## config.mk

```make
export PLATFORM = sky130hd
export DESIGN_NAME = ebs_select_logic
export DESIGN_NICKNAME = d
export VERILOG_FILES = /design/src/ebs_pkg.sv /design/src/ebs_select_logic.sv
export VERILOG_INCLUDE_DIRS = /design/src
export SDC_FILE = /design/constraint.sdc
export NUM_CORES = 1
export LEC_CHECK = 0
export CORE_UTILIZATION = 32
export CTS_CLUSTER_DIAMETER = 30
export DETAILED_ROUTE_END_ITERATION = 8
export DONT_BUFFER_PORTS = 1
export PLACE_DENSITY_LB_ADDON = 0.3
export SLEW_MARGIN = 20
export SYNTH_ARGS = -nofsm -noshare
export SYNTH_HDL_FRONTEND = slang
export SYNTH_SLANG_ARGS = --single-unit
```

## constraint.sdc

```tcl
create_clock -name core_clk -period 13.8 [get_ports core_clk]
set_clock_uncertainty 0.15 [all_clocks]
set_input_delay 2.76 -clock core_clk [delete_from_list [all_inputs] [get_ports core_clk]]
set_output_delay 2.76 -clock core_clk [all_outputs]
set_load 0.01 [all_outputs]
```

## src/ebs_defines.svh

```systemverilog
`ifndef EBS_DEFINES_SVH
`define EBS_DEFINES_SVH

// ****************************************************
// address map
// ****************************************************
`define EBS_INT_ADDR_W      24
`define EBS_EXT_ADDR_W      20
`define EBS_PART_LO         24'hFF2000
`define EBS_PART_HI         24'hFFDFFF
`define EBS_CS0_RESET_BASE  24'hFF2000
`define EBS_CS0_RESET_TOP   24'hFF20FF
`define EBS_CS_RESET_BASE   24'hFFFFFF
`define EBS_CS_RESET_TOP    24'h000000

// ****************************************************
// configuration bit positions and fallback select index
// ****************************************************
`define EBS_CHIP_CONFIG_REG_ZERO_BHE_BIT    2
`define EBS_WSR_HOLD_BIT    7
`define EBS_FALLBACK_CS     5

`endif

```

## src/ebs_pkg.sv

```systemverilog
package ebs_pkg;
   // role of the shared byte-high / write-high pin
   typedef enum logic {EBS_PIN_WRH, EBS_PIN_BHE} ebs_pin_role_t;
   // external bus cycle phase
   typedef enum logic [1:0] {EBS_IDLE, EBS_CYCLE} ebs_state_t;
endpackage

```

## src/ebs_select_logic.sv

```systemverilog
`timescale 1ns/1ns
`include "ebs_defines.svh"

module ebs_select_logic #(
   parameter int NUM_CS = 6
) (
   // clock and reset
   input  wire logic                        core_clk,
   input  wire logic                        reset,
   // access request from the bus controller
   input  wire logic                        accessReq,
   input  wire logic [`EBS_INT_ADDR_W-1:0]  accessAddr,
   input  wire logic                        accessWrite,
   input  wire logic                        accessWord,
   input  wire logic                        accessWide,
   input  wire logic                        cycleDone,
   // configuration
   input  wire logic [7:0]                  chip_config_reg_zero,
   input  wire logic [7:0]                  window_select_reg,
   input  wire logic                        holdActive,
   input  wire logic [NUM_CS-1:0]           csWe,
   input  wire logic [`EBS_INT_ADDR_W-1:0]  csBaseIn,
   input  wire logic [`EBS_INT_ADDR_W-1:0]  csTopIn,
   // port 2 configuration writes for the shared pin
   input  wire logic                        portCfgWe,
   input  wire logic                        portFuncIn,
   input  wire logic                        portDirIn,
   input  wire logic                        portValIn,
   // memory routing input
   input  wire logic                        external_access_n,
   // pins
   output logic [`EBS_EXT_ADDR_W-1:0]       ext_addr_lines,
   output logic                             addr_bit_zero,
   output logic                             byte_high_strobe_n,
   output logic                             write_high_strobe_n,
   output logic                             pending_cycle_request_n,
   output logic                             half_rate_clock_out,
   output logic [NUM_CS-1:0]                range_select_n,
   // status
   output logic                             extCycle,
   output logic                             intCycle,
   output logic [2:0]                       cfgSelect,
   output logic                             port2_function_sel,
   output logic                             port2_direction,
   output logic                             port2_output_value
);

   initial begin
      if (NUM_CS != 6) $error("ebs_select_logic: NUM_CS must be 6");
   end

   // ****************************************************
   // chip-select range registers
   // ****************************************************
   logic [`EBS_INT_ADDR_W-1:0] csBase_reg [NUM_CS];
   logic [`EBS_INT_ADDR_W-1:0] csTop_reg  [NUM_CS];
   logic [NUM_CS-1:0]          csHit;

   genvar gi;
   generate
      for (gi = 0; gi < NUM_CS; gi++) begin : g_cs
         always_ff @(posedge core_clk or posedge reset) begin
            if (reset) begin
               csBase_reg[gi] <= (gi == 0) ? `EBS_CS0_RESET_BASE
                                           : `EBS_CS_RESET_BASE;
               csTop_reg[gi]  <= (gi == 0) ? `EBS_CS0_RESET_TOP
                                           : `EBS_CS_RESET_TOP;
            end else if (csWe[gi]) begin
               csBase_reg[gi] <= csBaseIn;
               csTop_reg[gi]  <= csTopIn;
            end
         end
         // empty ranges (base above top) never hit
         assign csHit[gi] = (accessAddr >= csBase_reg[gi]) &&
                            (accessAddr <= csTop_reg[gi]);
      end
   endgenerate

   // ****************************************************
   // decode
   // ****************************************************
   wire inPartition = (accessAddr >= `EBS_PART_LO) &&
                      (accessAddr <= `EBS_PART_HI);
   // live pin level, so routing may change between accesses
   wire goInternal  = inPartition && external_access_n;
   wire goExternal  = accessReq && !goInternal;
   wire bheRole     = chip_config_reg_zero[`EBS_CHIP_CONFIG_REG_ZERO_BHE_BIT];
   wire holdEn      = window_select_reg[`EBS_WSR_HOLD_BIT];

   // lowest-numbered hit wins when ranges overlap
   logic [2:0] hitIdx;
   always_comb begin
      hitIdx = 3'(`EBS_FALLBACK_CS);
      for (int i = NUM_CS - 1; i >= 0; i--) begin
         if (csHit[i]) hitIdx = 3'(i);
      end
   end

   // high byte present on a wide bus: word access, or byte with address bit set
   wire hiByte  = accessWide && (accessWord || accessAddr[0]);
   // byte-high strobe level: low when the high byte is present
   wire bheNext = !(accessWide && (accessWord || accessAddr[0]));
   wire wrhNext = !(hiByte && accessWrite);

   // ****************************************************
   // cycle tracking
   // ****************************************************
   ebs_pkg::ebs_state_t state_reg;
   ebs_pkg::ebs_state_t state_next;
   wire startExt = (state_reg == ebs_pkg::EBS_IDLE) && goExternal &&
                   !holdActive;

   always_comb begin
      state_next = state_reg;
      unique case (state_reg)
         ebs_pkg::EBS_IDLE: begin
            if (startExt) state_next = ebs_pkg::EBS_CYCLE;
         end
         ebs_pkg::EBS_CYCLE: begin
            if (cycleDone) state_next = ebs_pkg::EBS_IDLE;
         end
         default: state_next = ebs_pkg::EBS_IDLE;
      endcase
   end

   always_ff @(posedge core_clk or posedge reset) begin
      if (reset) state_reg <= ebs_pkg::EBS_IDLE;
      else       state_reg <= state_next;
   end

   // ****************************************************
   // pin registers
   // ****************************************************
   // pins drop at the cycleDone edge, so the next start may follow at once
   wire inCycleNext = (state_next == ebs_pkg::EBS_CYCLE);
   wire [NUM_CS-1:0] selOneHot = NUM_CS'(1) << hitIdx;

   always_ff @(posedge core_clk or posedge reset) begin
      if (reset) begin
         range_select_n      <= '1;
         byte_high_strobe_n  <= 1'b1;
         write_high_strobe_n <= 1'b1;
         ext_addr_lines      <= '0;
         addr_bit_zero       <= 1'b0;
         cfgSelect           <= 3'(`EBS_FALLBACK_CS);
         extCycle            <= 1'b0;
      end else if (startExt) begin
         ext_addr_lines <= accessAddr[`EBS_EXT_ADDR_W-1:0];
         addr_bit_zero  <= accessAddr[0];
         range_select_n <= (|csHit) ? ~selOneHot : '1;
         cfgSelect      <= hitIdx;
         byte_high_strobe_n  <= bheRole ? bheNext : 1'b1;
         write_high_strobe_n <= bheRole ? 1'b1 : wrhNext;
         extCycle            <= 1'b1;
      end else if (!inCycleNext) begin
         range_select_n      <= '1;
         byte_high_strobe_n  <= 1'b1;
         write_high_strobe_n <= 1'b1;
         extCycle            <= 1'b0;
      end
   end

   always_ff @(posedge core_clk or posedge reset) begin
      if (reset) intCycle <= 1'b0;
      else       intCycle <= accessReq && goInternal;
   end

   // ****************************************************
   // hold request and shared port pin
   // ****************************************************
   always_ff @(posedge core_clk or posedge reset) begin
      if (reset) pending_cycle_request_n <= 1'b1;
      else pending_cycle_request_n <=
              !(holdEn && holdActive && goExternal);
   end

   always_ff @(posedge core_clk or posedge reset) begin
      if (reset) begin
         port2_function_sel <= 1'b0;
         port2_direction    <= 1'b0;
         port2_output_value <= 1'b0;
      end else if (holdEn) begin
         // forced to request function, writes dropped
         port2_function_sel <= 1'b1;
         port2_direction    <= 1'b0;
      end else if (portCfgWe) begin
         port2_function_sel <= portFuncIn;
         port2_direction    <= portDirIn;
         port2_output_value <= portValIn;
      end
   end

   // ****************************************************
   // half-rate clock
   // ****************************************************
   always_ff @(posedge core_clk or posedge reset) begin
      if (reset) half_rate_clock_out <= 1'b0;
      else       half_rate_clock_out <= ~half_rate_clock_out;
   end

   // ****************************************************
   // assertions
   // ****************************************************
   a_clk_toggle: assert property (@(posedge core_clk) disable iff (reset)
      !$past(reset) |-> half_rate_clock_out != $past(half_rate_clock_out))
      else $error("half-rate clock did not toggle");

   a_idle_strobes: assert property (@(posedge core_clk) disable iff (reset)
      !extCycle |-> (&range_select_n && byte_high_strobe_n &&
                     write_high_strobe_n))
      else $error("strobe active outside external cycle");

   a_onehot_sel: assert property (@(posedge core_clk) disable iff (reset)
      $countones(~range_select_n) <= 1)
      else $error("more than one select asserted");

   a_start_sel: assert property (@(posedge core_clk) disable iff (reset)
      startExt && csHit == '0 |=> &range_select_n &&
                                  cfgSelect == 3'(`EBS_FALLBACK_CS))
      else $error("fallback select wrong");

   a_bhe_word: assert property (@(posedge core_clk) disable iff (reset)
      startExt && bheRole && accessWide && accessWord
         |=> !byte_high_strobe_n)
      else $error("byte-high strobe missing on word access");

   a_wrh_role: assert property (@(posedge core_clk) disable iff (reset)
      startExt && !bheRole |=> byte_high_strobe_n)
      else $error("byte-high strobe in write-high role");

   a_ea_route: assert property (@(posedge core_clk) disable iff (reset)
      accessReq && inPartition && external_access_n |=> intCycle)
      else $error("partition not routed internally");

   a_pending_cycle_request_n_hold: assert property (@(posedge core_clk) disable iff (reset)
      holdEn && holdActive && goExternal |=> !pending_cycle_request_n)
      else $error("bus request not asserted in hold");

   a_port_lock: assert property (@(posedge core_clk) disable iff (reset)
      holdEn |=> port2_function_sel)
      else $error("shared pin not forced in hold");

   a_sel_index: assert property (@(posedge core_clk) disable iff (reset)
      startExt && |csHit |=> (~range_select_n) == selOneHot)
      else $error("wrong select asserted");

   a_addr_low: assert property (@(posedge core_clk) disable iff (reset)
      startExt |=> ext_addr_lines == $past(accessAddr[`EBS_EXT_ADDR_W-1:0]))
      else $error("external address wrong");

   a_bit_zero: assert property (@(posedge core_clk) disable iff (reset)
      startExt |=> addr_bit_zero == $past(accessAddr[0]))
      else $error("address bit zero wrong");

   a_cs0_reset: assert property (@(posedge core_clk) disable iff (reset)
      $past(reset) |-> csBase_reg[0] == `EBS_CS0_RESET_BASE &&
                       csTop_reg[0] == `EBS_CS0_RESET_TOP)
      else $error("select zero reset range wrong");

   a_hold_nostart: assert property (@(posedge core_clk) disable iff (reset)
      holdActive && !extCycle |=> !extCycle)
      else $error("cycle started while bus held");

   a_int_quiet: assert property (@(posedge core_clk) disable iff (reset)
      accessReq && goInternal && !extCycle |=> !extCycle)
      else $error("internal access drove external cycle");

   a_wrh_write: assert property (@(posedge core_clk) disable iff (reset)
      startExt && !bheRole && hiByte && accessWrite |=> !write_high_strobe_n)
      else $error("write-high strobe missing");

   a_pending_cycle_request_n_idle: assert property (@(posedge core_clk) disable iff (reset)
      !holdEn |=> pending_cycle_request_n)
      else $error("bus request without hold protocol");

   a_dir_lock: assert property (@(posedge core_clk) disable iff (reset)
      holdEn |=> !port2_direction)
      else $error("shared pin direction not forced");

   a_cycle_end: assert property (@(posedge core_clk) disable iff (reset)
      state_reg == ebs_pkg::EBS_CYCLE && cycleDone |=> !extCycle)
      else $error("cycle did not end on done");

endmodule // ebs_select_logic

```

; After elaboration in Yosys (flattened, before gate mapping)
; Cells that the tools add are included.
; W data, S select, Z words.
[op_classes]
eq_ne = 3
n_bitwise = 3
add_sub_neg = 0
n_mux = 22
order_cmp = 14
shifts = 1
n_reduce_logical = 26
n_mul = 0
div = 0
[ops]
columns = cell, n
row1 = $ge A24 B24 Y1, 6
row2 = $le A24 B24 Y1, 6
row3 = $ge A24 B24 Y1 const B, 1
row4 = $le A24 B24 Y1 const B, 1
row5 = $mux W6, 3
row6 = $logic_and A1 B1 Y1, 16
row7 = $mux W1, 12
row8 = $mux W3, 4
row9 = $not A6 Y6, 1
row10 = $reduce_or A6 Y1, 1
row11 = $shl A1 B3 Y6 const A, 1
row12 = $logic_not A1 Y1, 5
row13 = $eq A2 B1 Y1 const B, 2
row14 = $mux W2, 2
row15 = $pmux W2 S2, 1
row16 = $logic_not A2 Y1, 1
row17 = $ne A2 B2 Y1 const B, 1
row18 = $not A1 Y1, 2
row19 = $reduce_and A2 Y1, 1
row20 = $reduce_bool A2 Y1, 1
row21 = $logic_or A1 B1 Y1, 1
[word_totals]
ram_bits = 0
output_inout_bits = 39
n_memories = 0
word_cells = 95
latch_bits = 0
register_bits = 329
mem_bits_ro = 0
input_bits = 107

; Depth between registers and ports, before layout
[depth]
ltp_word = 12
depth_mapped = 10
depth_no_buf = 10

; Worst setup path before layout
; OpenSTA, ideal clock, no wires.
[synth_path]
kind = input port to flip-flop
start = input accessAddr[0]
end = register range_select_n[4]
n_path_buf = 0
t_arrival_ns = 4.973
cell_stages = 10
required_time_ns = 13.567
path_slack_ns = 8.594
setup_ns = 0.083
cell_sequence = inv_1 -> ha_1 -> nand2b_1 -> a211oi_1 -> o21ai_0 -> o211ai_1 -> a211oi_1 -> o32a_1 -> or3_4 -> o32a_1
[synth_via]
elab_chain_len = 11
elab_cells_between_ends = 40
classes_between = order compare: 14 / eq/ne: 2 / shift: 1 / mux: 9 / bitwise: 1 / reduce/logical: 13
[synth_lines]
columns = item, line_no
row1 = "start, declared", ebs_select_logic.sv:12  ; input wire logic [`EBS_INT_ADDR_W-1:0] accessAddr,
row2 = "$ge A24 B24 Y1, or another cell as far along", ebs_select_logic.sv:74  ; assign csHit[gi] = (accessAddr >= csBase_reg[gi]) &&
row3 = $logic_and A1 B1 Y1 (on tied branches), "ebs_select_logic.sv:74, ebs_select_logic.sv:82"
row4 = $mux W1 or $logic_and A1 B1 Y1 (tied branches), "ebs_select_logic.sv:95, ebs_select_logic.sv:85"
row5 = $mux W3 or $logic_not A1 Y1 (tied branches), "ebs_select_logic.sv:95, ebs_select_logic.sv:86"
row6 = $mux W3 or $logic_and A1 B1 Y1 (tied branches), "ebs_select_logic.sv:95, ebs_select_logic.sv:86"
row7 = $mux W3 or $logic_and A1 B1 Y1 (tied branches) (2 in a row), "ebs_select_logic.sv:95, ebs_select_logic.sv:110"
row8 = $shl A1 B3 Y6 or $mux W2 (tied branches), "ebs_select_logic.sv:136, ebs_select_logic.sv:117"
row9 = $not A6 Y6 or $pmux W2 S2 (tied branches), "ebs_select_logic.sv:150, ebs_select_logic.sv:115"
row10 = $mux W6 or $eq A2 B1 Y1 (tied branches), "ebs_select_logic.sv:150, ebs_select_logic.sv:135"
row11 = $mux W6 or $ne A2 B2 Y1 (tied branches), n/a
row12 = "end signal, assigned", ebs_select_logic.sv:150  ; range_select_n <= (|csHit) ? ~selOneHot : '1;
row13 = "end, declared", ebs_select_logic.sv:38  ; output logic [NUM_CS-1:0] range_select_n,
; Parallel ways exist; a longest one is shown, timed or not.
; A chain may end at the register's enable or synchronous reset.

; Final worst setup path
[layout_path]
start = input accessAddr[0]
end = register range_select_n[5]
; The elaborated chain is that of the path after synthesis.

==> metrics.csv <==
metric;value;unit
fin_setup_tns;0;ps
port_buffers;0;
pin_count;146;
fillCellCount;5636;
dr.pass1.iters;5;
postCtsHoldBufs;0;
synth-seq-cells;328;
antenna_found_initial;1;
max_freq;185.4;MHz
viasPerCell;4.942;
synth_cell_types;64;
relSlewSlack;26.27;%
totalWireLength;54380;um
cap_violations;0;
clock_tree.root_cell;clkbuf_16;
gp_congestion;0.8277;
seq_area_frac_synth;44.42;%
report.final.setup_viol;0;
fin_crit_sh;39.08;%
critPathCapture;range_select_n[5]$_DFFE_PP1P_;
hpwl;36230;um
r2r-start;csBase_reg[13]$_DFFE_PP1P_;
wl_per_cell;18.55;um
cp.arrival;5780;ps
cts_tree;done;
synthArstFlopShare;100.0;%
final_max_slew_viol_count;0;
cts_buffers;93;
grt_pass1_wl;85460;um
ff2ff_path_depth;9;
via_count;14490;
syn_area;18920;um^2
clkSinkCount;328;
timing.rr.end;range_select_n[5]$_DFFE_PP1P_;
die_w;245.2;um
postLayoutCoreUtil;39.36;%
crit_type;primary input to register;
drc_errors;0;
power_density;159.7;nW/um^2
dpl.cell_count;2757;
worstMarginPinSlew;1092;ps
syn_nets;2450;
synth_cells;2055;
rows;88;
finalHoldViolations;0;
core-area;58030;um^2
synth.avg_cell_area;9.207;um^2
die_h;245.2;um
r2r_slack;10080;ps
n_antenna_cell;0;
p_leak;11.02;nW
grt_setup_unrepaired;false;
clockBufferDepth;3;
h-tree-depth;3;
status;finished clean;
fin_crit;5393;ps
initial_core_util;32.61;%
die-area;60100;um^2
post-cts-setup-buffer-count;0;
grt_max_degree;161;
grtUsageTotal;18.56;%
crit_path_start_kind;primary input;
ir_worst_vdd;83.54;uV
grt_pass1_vias;15010;
final_antenna_net_count;0;
drive_above_1_share;15.70;%
clock_latency;620;ps
path_clk_slew;40;ps
end_kind;register;
synth_edf_count;0;
instances_no_fill;2931;
drtIter0Drc;851;
synth-warning-count;0;
nNetsFinal;2482;
ctsResizeCount;0;
syn_to_final_growth;20.73;%
crit_start;accessAddr[0];
critical_path.max_fanout;13;
grt-ovfl-total;0;
hold_class;register to register;
synth_ff_type;dfrtp_1;
critPathRequiredTime;14180;ps
## layer usage
layer / vias to the layer above / GRT usage [%] / part of all wire [%]
li1: 7094 / - / -
met1: 6969 / 24.72 / 46
met2: 344 / 29.30 / 45
met3: 78 / 4.570 / 6.3
met4: 0 / 6.066 / 2.1
met5: - / 0 / 0
## logic make-up after synthesis
kind of cell / Yosys count / share of synthesized area, %
compound gates: 531 / 16.11
fa+ha+maj: 288 / 19.05
buf+inv: 353 / 7.023
flops: 328 / 44.42
mux: 14 / 0.8267
other cells: 1 / 0.01982
simple gates: 540 / 12.55
## cells in the final DEF (no fill, tap or decap), types with 11 or more instances in the layout
cell type,netlist,layout
clkbuf_16,0,95
inv_1,286,285
nor3_1,11,11
nor2_1,32,32
dfrtp_1,171,171
o21ai_0,313,313
clkbuf_1,56,23
ha_1,288,288
nand3_1,20,20
nor2b_1,15,15
clkbuf_8,0,22
clkinv_2,0,22
mux2_2,13,13
a21oi_1,90,90
dfstp_2,157,157
nand4_1,52,52
nand2_1,374,374
a21o_1,52,52
## synthesized netlist by cell type (2+ instances only)
| cell type | number | area share (%) |
|---|---|---|
| a211oi_1 | 9 | 0.36 |
| clkbuf_1 | 56 | 1.1 |
| a31o_2 | 2 | 0.093 |
| dfrtp_1 | 171 | 23 |
| nor2b_1 | 15 | 0.50 |
| o21a_1 | 6 | 0.24 |
| nand3_1 | 20 | 0.53 |
| inv_1 | 286 | 5.7 |
| o31ai_1 | 4 | 0.16 |
| nand2_1 | 374 | 7.4 |
| dfstp_2 | 157 | 22 |
| nand4_1 | 52 | 1.7 |
| buf_1 | 10 | 0.20 |
| o21ai_0 | 313 | 8.3 |
| mux2_2 | 13 | 0.77 |
| nor2_1 | 32 | 0.63 |
| nand2b_1 | 9 | 0.30 |
| a2111oi_0 | 3 | 0.14 |
| a21boi_0 | 3 | 0.12 |
| o311ai_0 | 3 | 0.14 |
| nor4_1 | 7 | 0.23 |
| a211o_1 | 4 | 0.19 |
| a2bb2oi_1 | 2 | 0.093 |
| nand4_2 | 2 | 0.13 |
| o32a_1 | 3 | 0.16 |
| and4_1 | 4 | 0.19 |
| ha_1 | 288 | 19 |
| o21bai_1 | 2 | 0.079 |
| a21oi_1 | 90 | 2.4 |
| and3_1 | 4 | 0.13 |
| nor3_1 | 11 | 0.29 |
| o211ai_1 | 8 | 0.32 |
| a21o_1 | 52 | 2.1 |
| a31oi_1 | 5 | 0.17 |
| a221oi_1 | 4 | 0.19 |
| a22o_1 | 2 | 0.093 |
| a22oi_1 | 2 | 0.079 |
## critical path, stage by stage
cell	delay [ps]
inv_1	40
buf_4	270
ha_1	280
nand2b_1	150
a2111oi_0	520
nor3_1	120
o31ai_1	600
a31oi_1	300
o21a_1	240
a211oi_1	330
a31oi_1	130
## stage by stage
step,cell area [um^2],hold slack [ps],setup WS (ps),power (mW)
after floorplan,18920,309.6,2067,1.445
after global placement,19670,324.3,7705,1.507
after detailed placement,19670,330.4,7767,1.531
after CTS,22840,338.2,8405,3.684
after global routing,22840,353.7,8215,3.821
final,22840,333.3,8407,3.648
## final cells by class
cell class,instances,area [um^2],area share (%)
clock buffer,140,2766,12.11
clock inverter,34,400.4,1.753
inverter,286,1081,4.733
multi-input combinational,1374,9189,40.23
sequential,328,8404,36.80
tap,765,957.2,4.191
timing repair buffer,4,42.54,0.1862
## power breakdown
| part | switching [mW] | leakage, nW | internal, mW | total (mW) |
|---|---|---|---|---|
| combinational | 0.229 | 5.72 | 0.163 | 0.392 |
| clock | 0.618 | 1.58 | 1.51 | 2.13 |
| sequential | 0.0401 | 3.73 | 1.09 | 1.13 |
## how the worst min path moves through the flow
stage / from / end / cells after the start
4_1_cts: csBase_reg[41]$_DFFE_PP1P_ / csBase_reg[41]$_DFFE_PP1P_ / 2
3_5_place_dp: csBase_reg[106]$_DFFE_PP1P_ / csBase_reg[106]$_DFFE_PP1P_ / 2
6_report: half_rate_clock_out$_DFF_PP0_ / half_rate_clock_out$_DFF_PP0_ / 1
2_1_floorplan: half_rate_clock_out$_DFF_PP0_ / half_rate_clock_out$_DFF_PP0_ / 1
3_3_place_gp: csBase_reg[1]$_DFFE_PP1P_ / csBase_reg[1]$_DFFE_PP1P_ / 2
5_1_grt: csBase_reg[26]$_DFFE_PP1P_ / csBase_reg[26]$_DFFE_PP1P_ / 2
(Power assumes the default switching activity.)
